[config.mk]
export PLATFORM = sky130hd
export DESIGN_NAME = dbe_burst
export DESIGN_NICKNAME = d
export VERILOG_FILES = /design/src/core/dbe_pkg.sv /design/src/core/dbe_burst.sv
export SDC_FILE = /design/constraint.sdc
export NUM_CORES = 1
export LEC_CHECK = 0
export ABC_AREA = 1
export BUFFER_PORTS_ARGS = -buffer_cell sky130_fd_sc_hd__buf_2
export CAP_MARGIN = 20
export CORE_ASPECT_RATIO = 1.1
export CORE_MARGIN = 2
export CORE_UTILIZATION = 60
export DETAILED_ROUTE_END_ITERATION = 7
export PLACE_DENSITY = 0.88
export SKIP_LAST_GASP = 1
export SYNTH_ARGS = -nofsm -noshare
export SYNTH_HDL_FRONTEND = slang
export SYNTH_SLANG_ARGS = --single-unit
[constraint.sdc]
create_clock -name pclk -period 6.4 [get_ports pclk]
set_clock_uncertainty 0.2 [all_clocks]
set_input_delay 0.64 -clock pclk [delete_from_list [all_inputs] [get_ports pclk]]
set_output_delay 0.64 -clock pclk [all_outputs]
set_load 0.02 [all_outputs]
[src/core/dbe_pkg.sv]
/*
 * Shared constants and types of the burst access engine: pin bundle, latency slot,
 * mode fields, engine states and the register map.
 * Assumes one clock domain, pclk, and a DDR clock sampled as an ordinary input.
 */
// Overview of operation
// - Only burst lengths 4 and 8; address bit 3 at mode set picks order.
// - Beat columns: BL4 sequential mod 4, interleaved XOR, BL8 sequential nibble wrap.
// - Read decoded when select and column strobe low, row strobe and write high.
// - First read data appears additive plus column latency clocks after read.
// - Read strobe driven low one clock ahead; data aligned to strobe edges.
// - Reads every 4 clocks at burst length 8 give gapless data.
// - Writes every BL/2 clocks give gapless write bursts.
// - Write decoded when select, column strobe, write low and row strobe high.
// - Write latency equals read latency minus one clock.
// - Data after the programmed beats of a write burst is ignored.
// - One mask input per byte lane, sampled like write data.
// - Command spacing uses programmed burst length, not shortened burst.
// - Precharge decode; address bit 10 closes all banks, else bank address.
package dbe_pkg;

    localparam int DQ_W = 16;
    localparam int LANES = 2;
    localparam int ADDR_W = 14;
    localparam int BA_W = 3;
    localparam int MEM_D = 16;
    localparam int SR_D = 16;

    // ------------------------
    // Register map
    // ------------------------
    localparam logic [7:0] REG_CTRL = 8'h00;
    localparam logic [7:0] REG_MODE = 8'h04;
    localparam logic [7:0] REG_BANKS = 8'h08;
    localparam logic [7:0] REG_COUNT = 8'h0c;
    localparam logic CTRL_EN_RST = 1'b1;

    // ------------------------
    // Command pins and mode fields
    // ------------------------
    localparam logic [3:0] CMD_MRS = 4'h0;
    localparam logic [3:0] CMD_PRE = 4'h2;
    localparam logic [3:0] CMD_ACT = 4'h3;
    localparam logic [3:0] CMD_WR = 4'h4;
    localparam logic [3:0] CMD_RD = 4'h5;
    localparam logic [2:0] BA_MR = 3'h0;
    localparam logic [2:0] BA_EMR1 = 3'h1;
    localparam logic [2:0] MR_BL4 = 3'h2;
    localparam logic [2:0] MR_BL8 = 3'h3;
    localparam int MR_BT_BIT = 3;
    localparam int MR_CL_LSB = 4;
    localparam int EMR_AL_LSB = 3;
    localparam int AP_BIT = 10;
    localparam logic [2:0] CL_RST = 3'h3;
    localparam logic [2:0] CL_MIN = 3'h2;
    localparam logic [2:0] AL_RST = 3'h0;
    localparam logic [3:0] BEATS4 = 4'h4;
    localparam logic [3:0] BEATS8 = 4'h8;
    localparam logic [3:0] RD_ADJ = 4'h1;
    localparam logic [3:0] WR_ADJ = 4'h2;

    typedef struct packed {
        logic ck;
        logic cs_n;
        logic ras_n;
        logic cas_n;
        logic we_n;
        logic [BA_W-1:0] ba;
        logic [ADDR_W-1:0] addr;
        logic [DQ_W-1:0] dq;
        logic dqs;
        logic [LANES-1:0] dm;
    } dbe_pins_t;

    typedef struct packed {
        logic vld;
        logic wr;
        logic [3:0] col;
    } dbe_slot_t;

    typedef struct packed {
        logic [2:0] al;
        logic [2:0] cl;
        logic intl;
        logic bl8;
    } dbe_mode_t;

    typedef enum logic [1:0] {
        RD_IDLE = 2'h0,
        RD_PRE = 2'h1,
        RD_BURST = 2'h3
    } dbe_rd_t;

    typedef enum logic [1:0] {
        WR_IDLE = 2'h0,
        WR_ARM = 2'h1,
        WR_BURST = 2'h3
    } dbe_wr_t;

endpackage

[src/core/dbe_burst.sv]
/*
 * Burst access engine of a DDR2 memory device with an APB register slave.
 * Assumes the DDR clock is far slower than pclk, so its edges and the strobe
 * edges are found by oversampling after two synchronising flip-flops.
 */
`timescale 1ns/100ps
module dbe_burst (
    input wire logic pclk,
    input wire logic presetn,
    input wire logic [7:0] paddr,
    input wire logic psel,
    input wire logic penable,
    input wire logic pwrite,
    input wire logic [31:0] pwdata,
    output logic [31:0] prdata,
    output logic pready,
    output logic pslverr,
    input wire logic ck,
    input wire logic cs_n,
    input wire logic ras_n,
    input wire logic cas_n,
    input wire logic we_n,
    input wire logic [2:0] ba,
    input wire logic [13:0] addr,
    input wire logic [15:0] dq_in,
    output logic [15:0] dq_out,
    output logic dq_oe,
    input wire logic dqs_in,
    output logic dqs_out,
    output logic dqs_oe,
    input wire logic [1:0] dm
);

    // ------------------------
    // Pin synchronisers
    // ------------------------
    dbe_pkg::dbe_pins_t p1;
    dbe_pkg::dbe_pins_t p2;
    dbe_pkg::dbe_pins_t p3;
    dbe_pkg::dbe_pins_t next_p1;

    always_comb begin
        next_p1 = '{ck: ck, cs_n: cs_n, ras_n: ras_n, cas_n: cas_n, we_n: we_n,
                    ba: ba, addr: addr, dq: dq_in, dqs: dqs_in, dm: dm};
    end

    // The third stage holds the level just before an edge, where setup is met.
    always_ff @(posedge pclk or negedge presetn) begin
        if (!presetn) begin
            p1 <= '0;
            p2 <= '0;
            p3 <= '0;
        end else begin
            p1 <= next_p1;
            p2 <= p1;
            p3 <= p2;
        end
    end

    logic tick;
    logic ck_edge;
    logic dqs_rise;
    logic dqs_edge;
    logic [3:0] cmd;
    assign tick = p2.ck & ~p3.ck;
    assign ck_edge = p2.ck ^ p3.ck;
    assign dqs_rise = p2.dqs & ~p3.dqs;
    assign dqs_edge = p2.dqs ^ p3.dqs;
    assign cmd = {p3.cs_n, p3.ras_n, p3.cas_n, p3.we_n};

    // ------------------------
    // Mode, banks and counters
    // ------------------------
    dbe_pkg::dbe_mode_t mode;
    dbe_pkg::dbe_mode_t next_mode;
    logic [7:0] bank_open;
    logic [7:0] next_bank_open;
    logic [15:0] rd_cnt;
    logic [15:0] next_rd_cnt;
    logic [15:0] wr_cnt;
    logic [15:0] next_wr_cnt;
    logic ctrl_en;
    logic next_ctrl_en;
    logic cmd_ok;
    logic is_rd;
    logic is_wr;
    logic [3:0] len;
    logic [3:0] rl;
    dbe_pkg::dbe_slot_t ins;
    logic [3:0] ins_idx;

    assign cmd_ok = tick & ctrl_en;
    assign is_rd = cmd_ok & (cmd == dbe_pkg::CMD_RD);
    assign is_wr = cmd_ok & (cmd == dbe_pkg::CMD_WR);
    assign len = mode.bl8 ? dbe_pkg::BEATS8 : dbe_pkg::BEATS4;
    assign rl = 4'(mode.al) + 4'(mode.cl);

    always_comb begin
        next_mode = mode;
        next_bank_open = bank_open;
        next_rd_cnt = rd_cnt;
        next_wr_cnt = wr_cnt;
        if (cmd_ok && cmd == dbe_pkg::CMD_MRS && p3.ba == dbe_pkg::BA_MR) begin
            if (p3.addr[2:0] == dbe_pkg::MR_BL4 || p3.addr[2:0] == dbe_pkg::MR_BL8) begin
                next_mode.bl8 = (p3.addr[2:0] == dbe_pkg::MR_BL8);
            end
            next_mode.intl = p3.addr[dbe_pkg::MR_BT_BIT];
            if (p3.addr[dbe_pkg::MR_CL_LSB +: 3] >= dbe_pkg::CL_MIN) begin
                next_mode.cl = p3.addr[dbe_pkg::MR_CL_LSB +: 3];
            end
        end
        if (cmd_ok && cmd == dbe_pkg::CMD_MRS && p3.ba == dbe_pkg::BA_EMR1) begin
            next_mode.al = p3.addr[dbe_pkg::EMR_AL_LSB +: 3];
        end
        if (cmd_ok && cmd == dbe_pkg::CMD_ACT) begin
            next_bank_open[p3.ba] = 1'b1;
        end
        if (cmd_ok && cmd == dbe_pkg::CMD_PRE) begin
            if (p3.addr[dbe_pkg::AP_BIT]) begin
                next_bank_open = '0;
            end else begin
                next_bank_open[p3.ba] = 1'b0;
            end
        end
        if (is_rd) begin
            next_rd_cnt = rd_cnt + 16'h1;
        end
        if (is_wr) begin
            next_wr_cnt = wr_cnt + 16'h1;
        end
    end

    always_comb begin
        ins = '{vld: is_rd | is_wr, wr: is_wr, col: p3.addr[3:0]};
        ins_idx = is_wr ? rl - dbe_pkg::WR_ADJ : rl - dbe_pkg::RD_ADJ;
    end

    // ------------------------
    // Latency line, one slot per DDR clock
    // ------------------------
    dbe_pkg::dbe_slot_t sr [dbe_pkg::SR_D];
    dbe_pkg::dbe_slot_t next_sr [dbe_pkg::SR_D];

    for (genvar i = 0; i < dbe_pkg::SR_D; i++) begin : g_sr
        always_comb begin
            next_sr[i] = sr[i];
            if (tick) begin
                next_sr[i] = (i == dbe_pkg::SR_D - 1) ? '0 : sr[(i + 1) % dbe_pkg::SR_D];
                if (ins.vld && ins_idx == 4'(i)) begin
                    next_sr[i] = ins;
                end
            end
        end
    end

    always_ff @(posedge pclk or negedge presetn) begin
        if (!presetn) begin
            for (int i = 0; i < dbe_pkg::SR_D; i++) begin
                sr[i] <= '0;
            end
        end else begin
            sr <= next_sr;
        end
    end

    // ------------------------
    // Storage and burst ordering
    // ------------------------
    function automatic logic [3:0] beat_col(input logic [3:0] s, input logic [2:0] i,
                                           input logic intl);
        logic [2:0] o;
        if (intl) begin
            o = s[2:0] ^ i;
        end else begin
            o = {s[2] ^ i[2], 2'(s[1:0] + i[1:0])};
        end
        return {s[3], o};
    endfunction

    logic [15:0] mem [dbe_pkg::MEM_D];
    logic [15:0] next_mem [dbe_pkg::MEM_D];
    logic wen;
    logic [3:0] widx;

    always_comb begin
        next_mem = mem;
        for (int l = 0; l < dbe_pkg::LANES; l++) begin
            if (wen && !p3.dm[l]) begin
                next_mem[widx][l*8 +: 8] = p3.dq[l*8 +: 8];
            end
        end
    end

    always_ff @(posedge pclk or negedge presetn) begin
        if (!presetn) begin
            for (int i = 0; i < dbe_pkg::MEM_D; i++) begin
                mem[i] <= '0;
            end
        end else begin
            mem <= next_mem;
        end
    end

    // ------------------------
    // Write capture
    // ------------------------
    dbe_pkg::dbe_wr_t wr_st;
    dbe_pkg::dbe_wr_t next_wr_st;
    logic [3:0] wcol;
    logic [3:0] next_wcol;
    logic [2:0] wbeat;
    logic [2:0] next_wbeat;
    logic [3:0] wleft;
    logic [3:0] next_wleft;
    logic start_wr;
    logic [3:0] cur_wcol;

    assign start_wr = tick & sr[0].vld & sr[0].wr;
    assign cur_wcol = start_wr ? sr[0].col : wcol;

    always_comb begin
        next_wr_st = wr_st;
        next_wcol = cur_wcol;
        next_wbeat = wbeat;
        next_wleft = wleft;
        wen = 1'b0;
        widx = beat_col(cur_wcol, wbeat, mode.intl);
        if (start_wr || wr_st == dbe_pkg::WR_ARM) begin
            next_wr_st = dbe_pkg::WR_ARM;
            if (dqs_rise) begin
                wen = 1'b1;
                widx = beat_col(cur_wcol, 3'h0, mode.intl);
                next_wbeat = 3'h1;
                next_wleft = len - 4'h1;
                next_wr_st = dbe_pkg::WR_BURST;
            end
        end else if (wr_st == dbe_pkg::WR_BURST && dqs_edge) begin
            wen = 1'b1;
            next_wbeat = wbeat + 3'h1;
            next_wleft = wleft - 4'h1;
            if (wleft == 4'h1) begin
                next_wr_st = dbe_pkg::WR_IDLE;
            end
        end
    end

    always_ff @(posedge pclk or negedge presetn) begin
        if (!presetn) begin
            wr_st <= dbe_pkg::WR_IDLE;
            wcol <= '0;
            wbeat <= '0;
            wleft <= '0;
        end else begin
            wr_st <= next_wr_st;
            wcol <= next_wcol;
            wbeat <= next_wbeat;
            wleft <= next_wleft;
        end
    end

    // ------------------------
    // Read drive
    // ------------------------
    dbe_pkg::dbe_rd_t rd_st;
    dbe_pkg::dbe_rd_t next_rd_st;
    logic [3:0] rcol;
    logic [3:0] next_rcol;
    logic [2:0] rbeat;
    logic [2:0] next_rbeat;
    logic [3:0] rleft;
    logic [3:0] next_rleft;
    logic [15:0] next_dq_out;
    logic next_dq_oe;
    logic next_dqs_out;
    logic next_dqs_oe;
    logic start_rd;
    logic pre_rd;

    assign start_rd = tick & sr[0].vld & ~sr[0].wr;
    assign pre_rd = tick & sr[1].vld & ~sr[1].wr;

    always_comb begin
        next_rd_st = rd_st;
        next_rcol = rcol;
        next_rbeat = rbeat;
        next_rleft = rleft;
        next_dq_out = dq_out;
        next_dq_oe = dq_oe;
        next_dqs_out = dqs_out;
        next_dqs_oe = dqs_oe;
        if (start_rd) begin
            next_rd_st = dbe_pkg::RD_BURST;
            next_rcol = sr[0].col;
            next_rbeat = 3'h1;
            next_rleft = len - 4'h1;
            next_dq_out = mem[beat_col(sr[0].col, 3'h0, mode.intl)];
            next_dq_oe = 1'b1;
            next_dqs_out = 1'b1;
            next_dqs_oe = 1'b1;
        end else if (ck_edge) begin
            if (rd_st == dbe_pkg::RD_BURST && rleft != 4'h0) begin
                next_dq_out = mem[beat_col(rcol, rbeat, mode.intl)];
                next_dqs_out = tick;
                next_rbeat = rbeat + 3'h1;
                next_rleft = rleft - 4'h1;
            end else if (pre_rd) begin
                next_rd_st = dbe_pkg::RD_PRE;
                next_dq_oe = 1'b0;
                next_dqs_out = 1'b0;
                next_dqs_oe = 1'b1;
            end else if (rd_st != dbe_pkg::RD_PRE) begin
                next_rd_st = dbe_pkg::RD_IDLE;
                next_dq_oe = 1'b0;
                next_dqs_out = 1'b0;
                next_dqs_oe = 1'b0;
            end
        end
    end

    always_ff @(posedge pclk or negedge presetn) begin
        if (!presetn) begin
            rd_st <= dbe_pkg::RD_IDLE;
            rcol <= '0;
            rbeat <= '0;
            rleft <= '0;
            dq_out <= '0;
            dq_oe <= 1'b0;
            dqs_out <= 1'b0;
            dqs_oe <= 1'b0;
        end else begin
            rd_st <= next_rd_st;
            rcol <= next_rcol;
            rbeat <= next_rbeat;
            rleft <= next_rleft;
            dq_out <= next_dq_out;
            dq_oe <= next_dq_oe;
            dqs_out <= next_dqs_out;
            dqs_oe <= next_dqs_oe;
        end
    end

    // ------------------------
    // APB slave
    // ------------------------
    logic [31:0] next_prdata;
    logic next_pready;
    logic next_pslverr;
    logic setup;

    // Zero wait states: the answer is prepared during setup.
    assign setup = psel & ~penable;

    always_comb begin
        next_pready = setup;
        next_pslverr = 1'b0;
        next_prdata = '0;
        next_ctrl_en = ctrl_en;
        if (setup) begin
            case (paddr)
                dbe_pkg::REG_CTRL: begin
                    next_prdata = {31'h0, ctrl_en};
                end
                dbe_pkg::REG_MODE: begin
                    next_prdata = {24'h0, mode};
                end
                dbe_pkg::REG_BANKS: begin
                    next_prdata = {24'h0, bank_open};
                end
                dbe_pkg::REG_COUNT: begin
                    next_prdata = {wr_cnt, rd_cnt};
                end
                default: begin
                    next_pslverr = 1'b1;
                end
            endcase
            if (pwrite) begin
                next_prdata = '0;
            end
        end
        if (psel && penable && pready && pwrite && paddr == dbe_pkg::REG_CTRL) begin
            next_ctrl_en = pwdata[0];
        end
    end

    always_ff @(posedge pclk or negedge presetn) begin
        if (!presetn) begin
            prdata <= '0;
            pready <= 1'b0;
            pslverr <= 1'b0;
            ctrl_en <= dbe_pkg::CTRL_EN_RST;
            mode <= '{al: dbe_pkg::AL_RST, cl: dbe_pkg::CL_RST, intl: 1'b0, bl8: 1'b0};
            bank_open <= '0;
            rd_cnt <= '0;
            wr_cnt <= '0;
        end else begin
            prdata <= next_prdata;
            pready <= next_pready;
            pslverr <= next_pslverr;
            ctrl_en <= next_ctrl_en;
            mode <= next_mode;
            bank_open <= next_bank_open;
            rd_cnt <= next_rd_cnt;
            wr_cnt <= next_wr_cnt;
        end
    end

endmodule

==> results.md <==
Route:
- The iteration-0 DRC count of the detailed router is 3594.
- The final route contains 27312 vias.
- In the final routed layout, each cell accounts on average for 18.2 um.
- For this run, design rule violations remaining after detail routing come to 1.
- The number of detailed-routing iterations run before antenna repair is 8.
- The mean number of vias per cell is 5.92.
- The antenna violation net count after detailed routing is 0.
- Summed over all layers, the routed wires come to 84100 um.

Min path:
- The cell depth of the worst min-delay path is 5.
- The worst hold path endpoint is pslverr.
- The type of the most critical hold path is in2reg.
- The start point of the worst min-delay path is psel.

Power and ir drop:
- Net switching is 29.9% of the power.
- Dividing total power by cell area gives a power density of 277 mW/mm^2.
- The design draws 0.00908 W.
- Per report_power, the clock group accounts for 41.0% of the total.
- The net switching power is 0.00271 W.
- Per report_power, the sequential group accounts for 43.2% of the total.
- Combinational logic is responsible for 15.9% of the overall power.
- Summed over all cells, the static leakage comes to 16.4 nW.
- The cell-internal power is 0.00637 W.
- The worst supply voltage drop on vdd is 408 uV.

STA:
- The final setup TNS is 0 ns.
- Headroom to the max-slew limit came out at 28.9%.
- The number of endpoints with negative hold slack in the final report is 0.
- Setup slack on the critical path of the routed design comes to 2.26 ns.
- The upper clock frequency limit is 242 MHz.
- The transition time of the tightest slew-check pin is 1.07 ns.
- The final cycle utilization of the critical path is 64.7%.
- Counting I/O delays and the setup requirement, the final critical path takes 4.14 ns.
- Setup repair after global routing left no endpoint under its margin.
- The number of pins exceeding their max-slew limit in the final report came to 0.
- The final worst hold slack is 0.124 ns.
- Setup violations remaining at the end of the flow were counted as 0.

Clock network:
- The library cell used as clock root buffer is clkbuf_16.
- The number of buffers inserted during clock tree synthesis is 58.
- TritonCTS built the clock tree.
- The number of setup buffers added after CTS is 0.
- The clock net sink count is 584.
- The later pin in the worst-skew pair is clocked with a latency of 0.69 ns.
- The number of buffers on the longest clock path is 3.
- The H-tree depth is 2.
- Clock-pin slew was measured on the worst setup and hold paths at 0.06 ns.

Logic synthesis:
- The proportion of netlist area held by the largest area contributor is 49.2%.
- By count the netlist is led by 1243 x nand2_1, 614 x nand3_1, 581 x dfrtp_1, 375 x inv_1, 239 x nor2_1.
- After synthesis, the share of flip-flops with an asynchronous set or reset is 100%.
- The post-synthesis sequential element count is 584.
- The cell area after technology mapping is 0.0296 mm^2.
- The number of different library cells in the post-synthesis netlist is 43.
- The number of warnings printed during yosys synthesis is 0.
- Yosys mapped a number of flops with a built-in enable equal to 0.
- After synthesis, the cell types taking the most area are dfrtp_1 49%, nand2_1 16%, nand3_1 10%.
- The mean cell area of the mapped netlist is 7.57 um^2.
- Counting every net in the synthesized netlist gives 4007.
- The library cell with the largest summed area after synthesis is dfrtp_1.
- The cell count after synthesis came out at 3903.
- The most frequently used flop master after synthesis is dfrtp_1.
- Summing the sequential cell areas from Yosys gives 49.5% of the chip area.
- In the post-synthesis netlist, the cell with the most instances is nand2_1.

Worst setup path:
- The launch point of the worst reg-to-reg path is p3[40].
- STA classifies the critical path startpoint as a register.
- Of all nets on the critical path, the largest fanout is 101.
- The end of the worst register-to-register path is sr[61].
- The internal reg-to-reg setup slack is 2.26 ns.
- The nature of the critical path endpoint is a register.
- Measured in cells, the most critical reg-to-reg path has a length of 15.
- At the worst endpoint, the required time is 6.70 ns.
- At the worst endpoint, the arrival time is 4.43 ns.
- The kind of critical path is reg2reg.

Final layout:
- The area overhead of the layout relative to synthesis is 10.9%.
- The count of antenna diodes in the layout is 0.
- Fill cells in the final layout number 3751.
- The share of post-route cells with drive strength above 1 is 8.38%.
- The total number of nets in the final design is 4021.
- The final cell area excluding filler cells is 0.0328 mm^2.

Floorplanning:
- The die is 237 um tall.
- The cell row count is 85.
- The core box area is 0.0488 mm^2.
- The die is 216 um wide.
- The initial cell density of the core is 60.6%.
- 139 I/O pins were placed.
- The floorplan die area is 0.0511 mm^2.

Placed design:
- At the placement stage, the worst setup path has a slack of 2.41 ns.
- The congestion estimate from routability-driven global placement came to 0.898.
- The port buffer count is 101.
- The final HPWL from detailed placement is 49800 um.
- The standard cell area after detailed placement is 0.0303 mm^2.

Job:
- Max-cap violations in this run came to 0.

GRT:
- The number of global-route vias before repair is 26619.
- Entering global routing, the biggest net connects 177 pins.
- The number of antenna violations at the first check in global routing is 0.
- Summed over all layers, the global routing overflow is 0.
- The global routing usage summed across all routing layers is 33.0%.
- The first global-routing pass estimated 136000 um of wire.

Run status:
- The final reports fail on DRC.
- The flow ran to the end, but the final reports show violations.
==> power by group through the flow <==
stage	sequential, W	combinational, W	clock (W)
floorplan	0.00401	0.000832	0
global placement	0.00398	0.00134	0
detailed placement	0.00398	0.00137	0
CTS	0.00392	0.00140	0.00373
global route	0.00393	0.00156	0.00390
finish	0.00392	0.00144	0.00372
==> sequential cells by signal, summed over array words and instances, names as in the netlist, 4 cells and up <==
signal,flops
wcol,4
rcol,4
wr_cnt,16
mem,256
mode,8
rd_cnt,16
rleft,4
sr,96
cmd,4
wleft,4
p3,27
bank_open,8
p2,35
dq_out,16
p1,35
prdata,32
ins,4
==> worst max-delay path, cell delays in order, from the launching register on <==
cell and delay (ns):
dfrtp_1 0.37, inv_1 0.08, ha_4 0.13, buf_4 0.80, nand2_1 0.22, inv_2 0.17
nand2_1 0.08, nor2_2 0.35, nand2_1 0.09, nand2_1 0.66, nor2_1 0.11, buf_4 0.25
nand2_1 0.20, nand2_1 0.08, nand3_1 0.07, nand2_1 0.06
==> per-layer routing <==
| metal | share of wire, % | GRT usage, % |
|---|---|---|
| met3 | 11 | 8.03 |
| met5 | 0 | 0 |
| met2 | 46 | 51.8 |
| met4 | 5.3 | 18.2 |
| met1 | 37 | 42.3 |
==> cell type report <==
type | count | area (um^2) | area share (%)
tap | 652 | 816 | 2.49
clock buffer | 79 | 1640 | 5.00
timing repair buffer | 176 | 1240 | 3.79
inverter | 384 | 1440 | 4.40
multi-input combinational | 2713 | 12600 | 38.3
sequential | 584 | 14600 | 44.6
clock inverter | 28 | 452 | 1.38
==> logic make-up (layout without fill, tap and decap cells) <==
family	count (synthesis)	in the layout	share of synthesized area (%)
flops	584	584	49.5
compound gates	396	396	7.33
mux	1	1	0.0381
simple gates	2267	2267	33.2
fa+ha+maj	18	18	0.787
buf+inv	606	667	8.22
xor+xnor	31	31	0.919
==> worst max-delay path by stage <==
stage | startpoint | to | slack [ns] | cells past startpoint
2_1_floorplan | mode[5] | sr[12] | 3.58 | 11
3_3_place_gp | p3[40] | sr[68] | 2.52 | 15
3_5_place_dp | p3[40] | sr[60] | 2.41 | 15
4_1_cts | p3[40] | sr[61] | 2.32 | 15
5_1_grt | p3[40] | sr[61] | 1.96 | 15
6_report | p3[40] | sr[61] | 2.26 | 15
==> cells in the final DEF, fill, tap and decap left out, types with 4 or more instances in the layout <==
cell | synthesis | layout
a21boi_0 | 6 | 6
buf_4 | 23 | 29
nor4_1 | 5 | 5
o22ai_1 | 6 | 6
nand2_1 | 1243 | 1241
nand3_2 | 10 | 11
xor2_1 | 26 | 26
dlygate4sd3_1 | 0 | 39
o21a_1 | 20 | 20
ha_1 | 17 | 15
or2_2 | 16 | 16
nand2_4 | 7 | 8
inv_1 | 375 | 374
a21oi_1 | 145 | 145
clkbuf_8 | 0 | 11
bufinv_16 | 0 | 9
buf_12 | 0 | 5
nand3_1 | 614 | 613
xnor2_1 | 5 | 4
o211ai_1 | 17 | 17
dfrtp_1 | 581 | 579
nor2_2 | 6 | 7
inv_2 | 7 | 8
buf_2 | 44 | 100
clkbuf_16 | 0 | 58
o21ai_1 | 57 | 57
nor2_4 | 16 | 16
nor3_1 | 47 | 47
clkbuf_1 | 122 | 10
nor2_1 | 239 | 238
o21ai_0 | 129 | 129
clkinv_2 | 0 | 13
nand4_1 | 47 | 47
nand2_2 | 14 | 15
==> timing repair <==
action / 4_1_cts / 5_1_grt
resized for setup: 0 / 0
endpoints found under the hold margin: 115 / 0
endpoints found under the setup margin: 0 / 0
hold buffers: 39 / 0
==> metrics by stage <==
step | cells | util, %
3_5_place_dp | 4469 | 62.0
4_1_cts | 4615 | 67.1
2_1_floorplan | 3903 | -
3_3_place_gp | 4468 | 62.0
6_report | 4616 | 67.1
5_1_grt | 4616 | 67.1
Note: power is estimated with default switching activity, not from simulation.
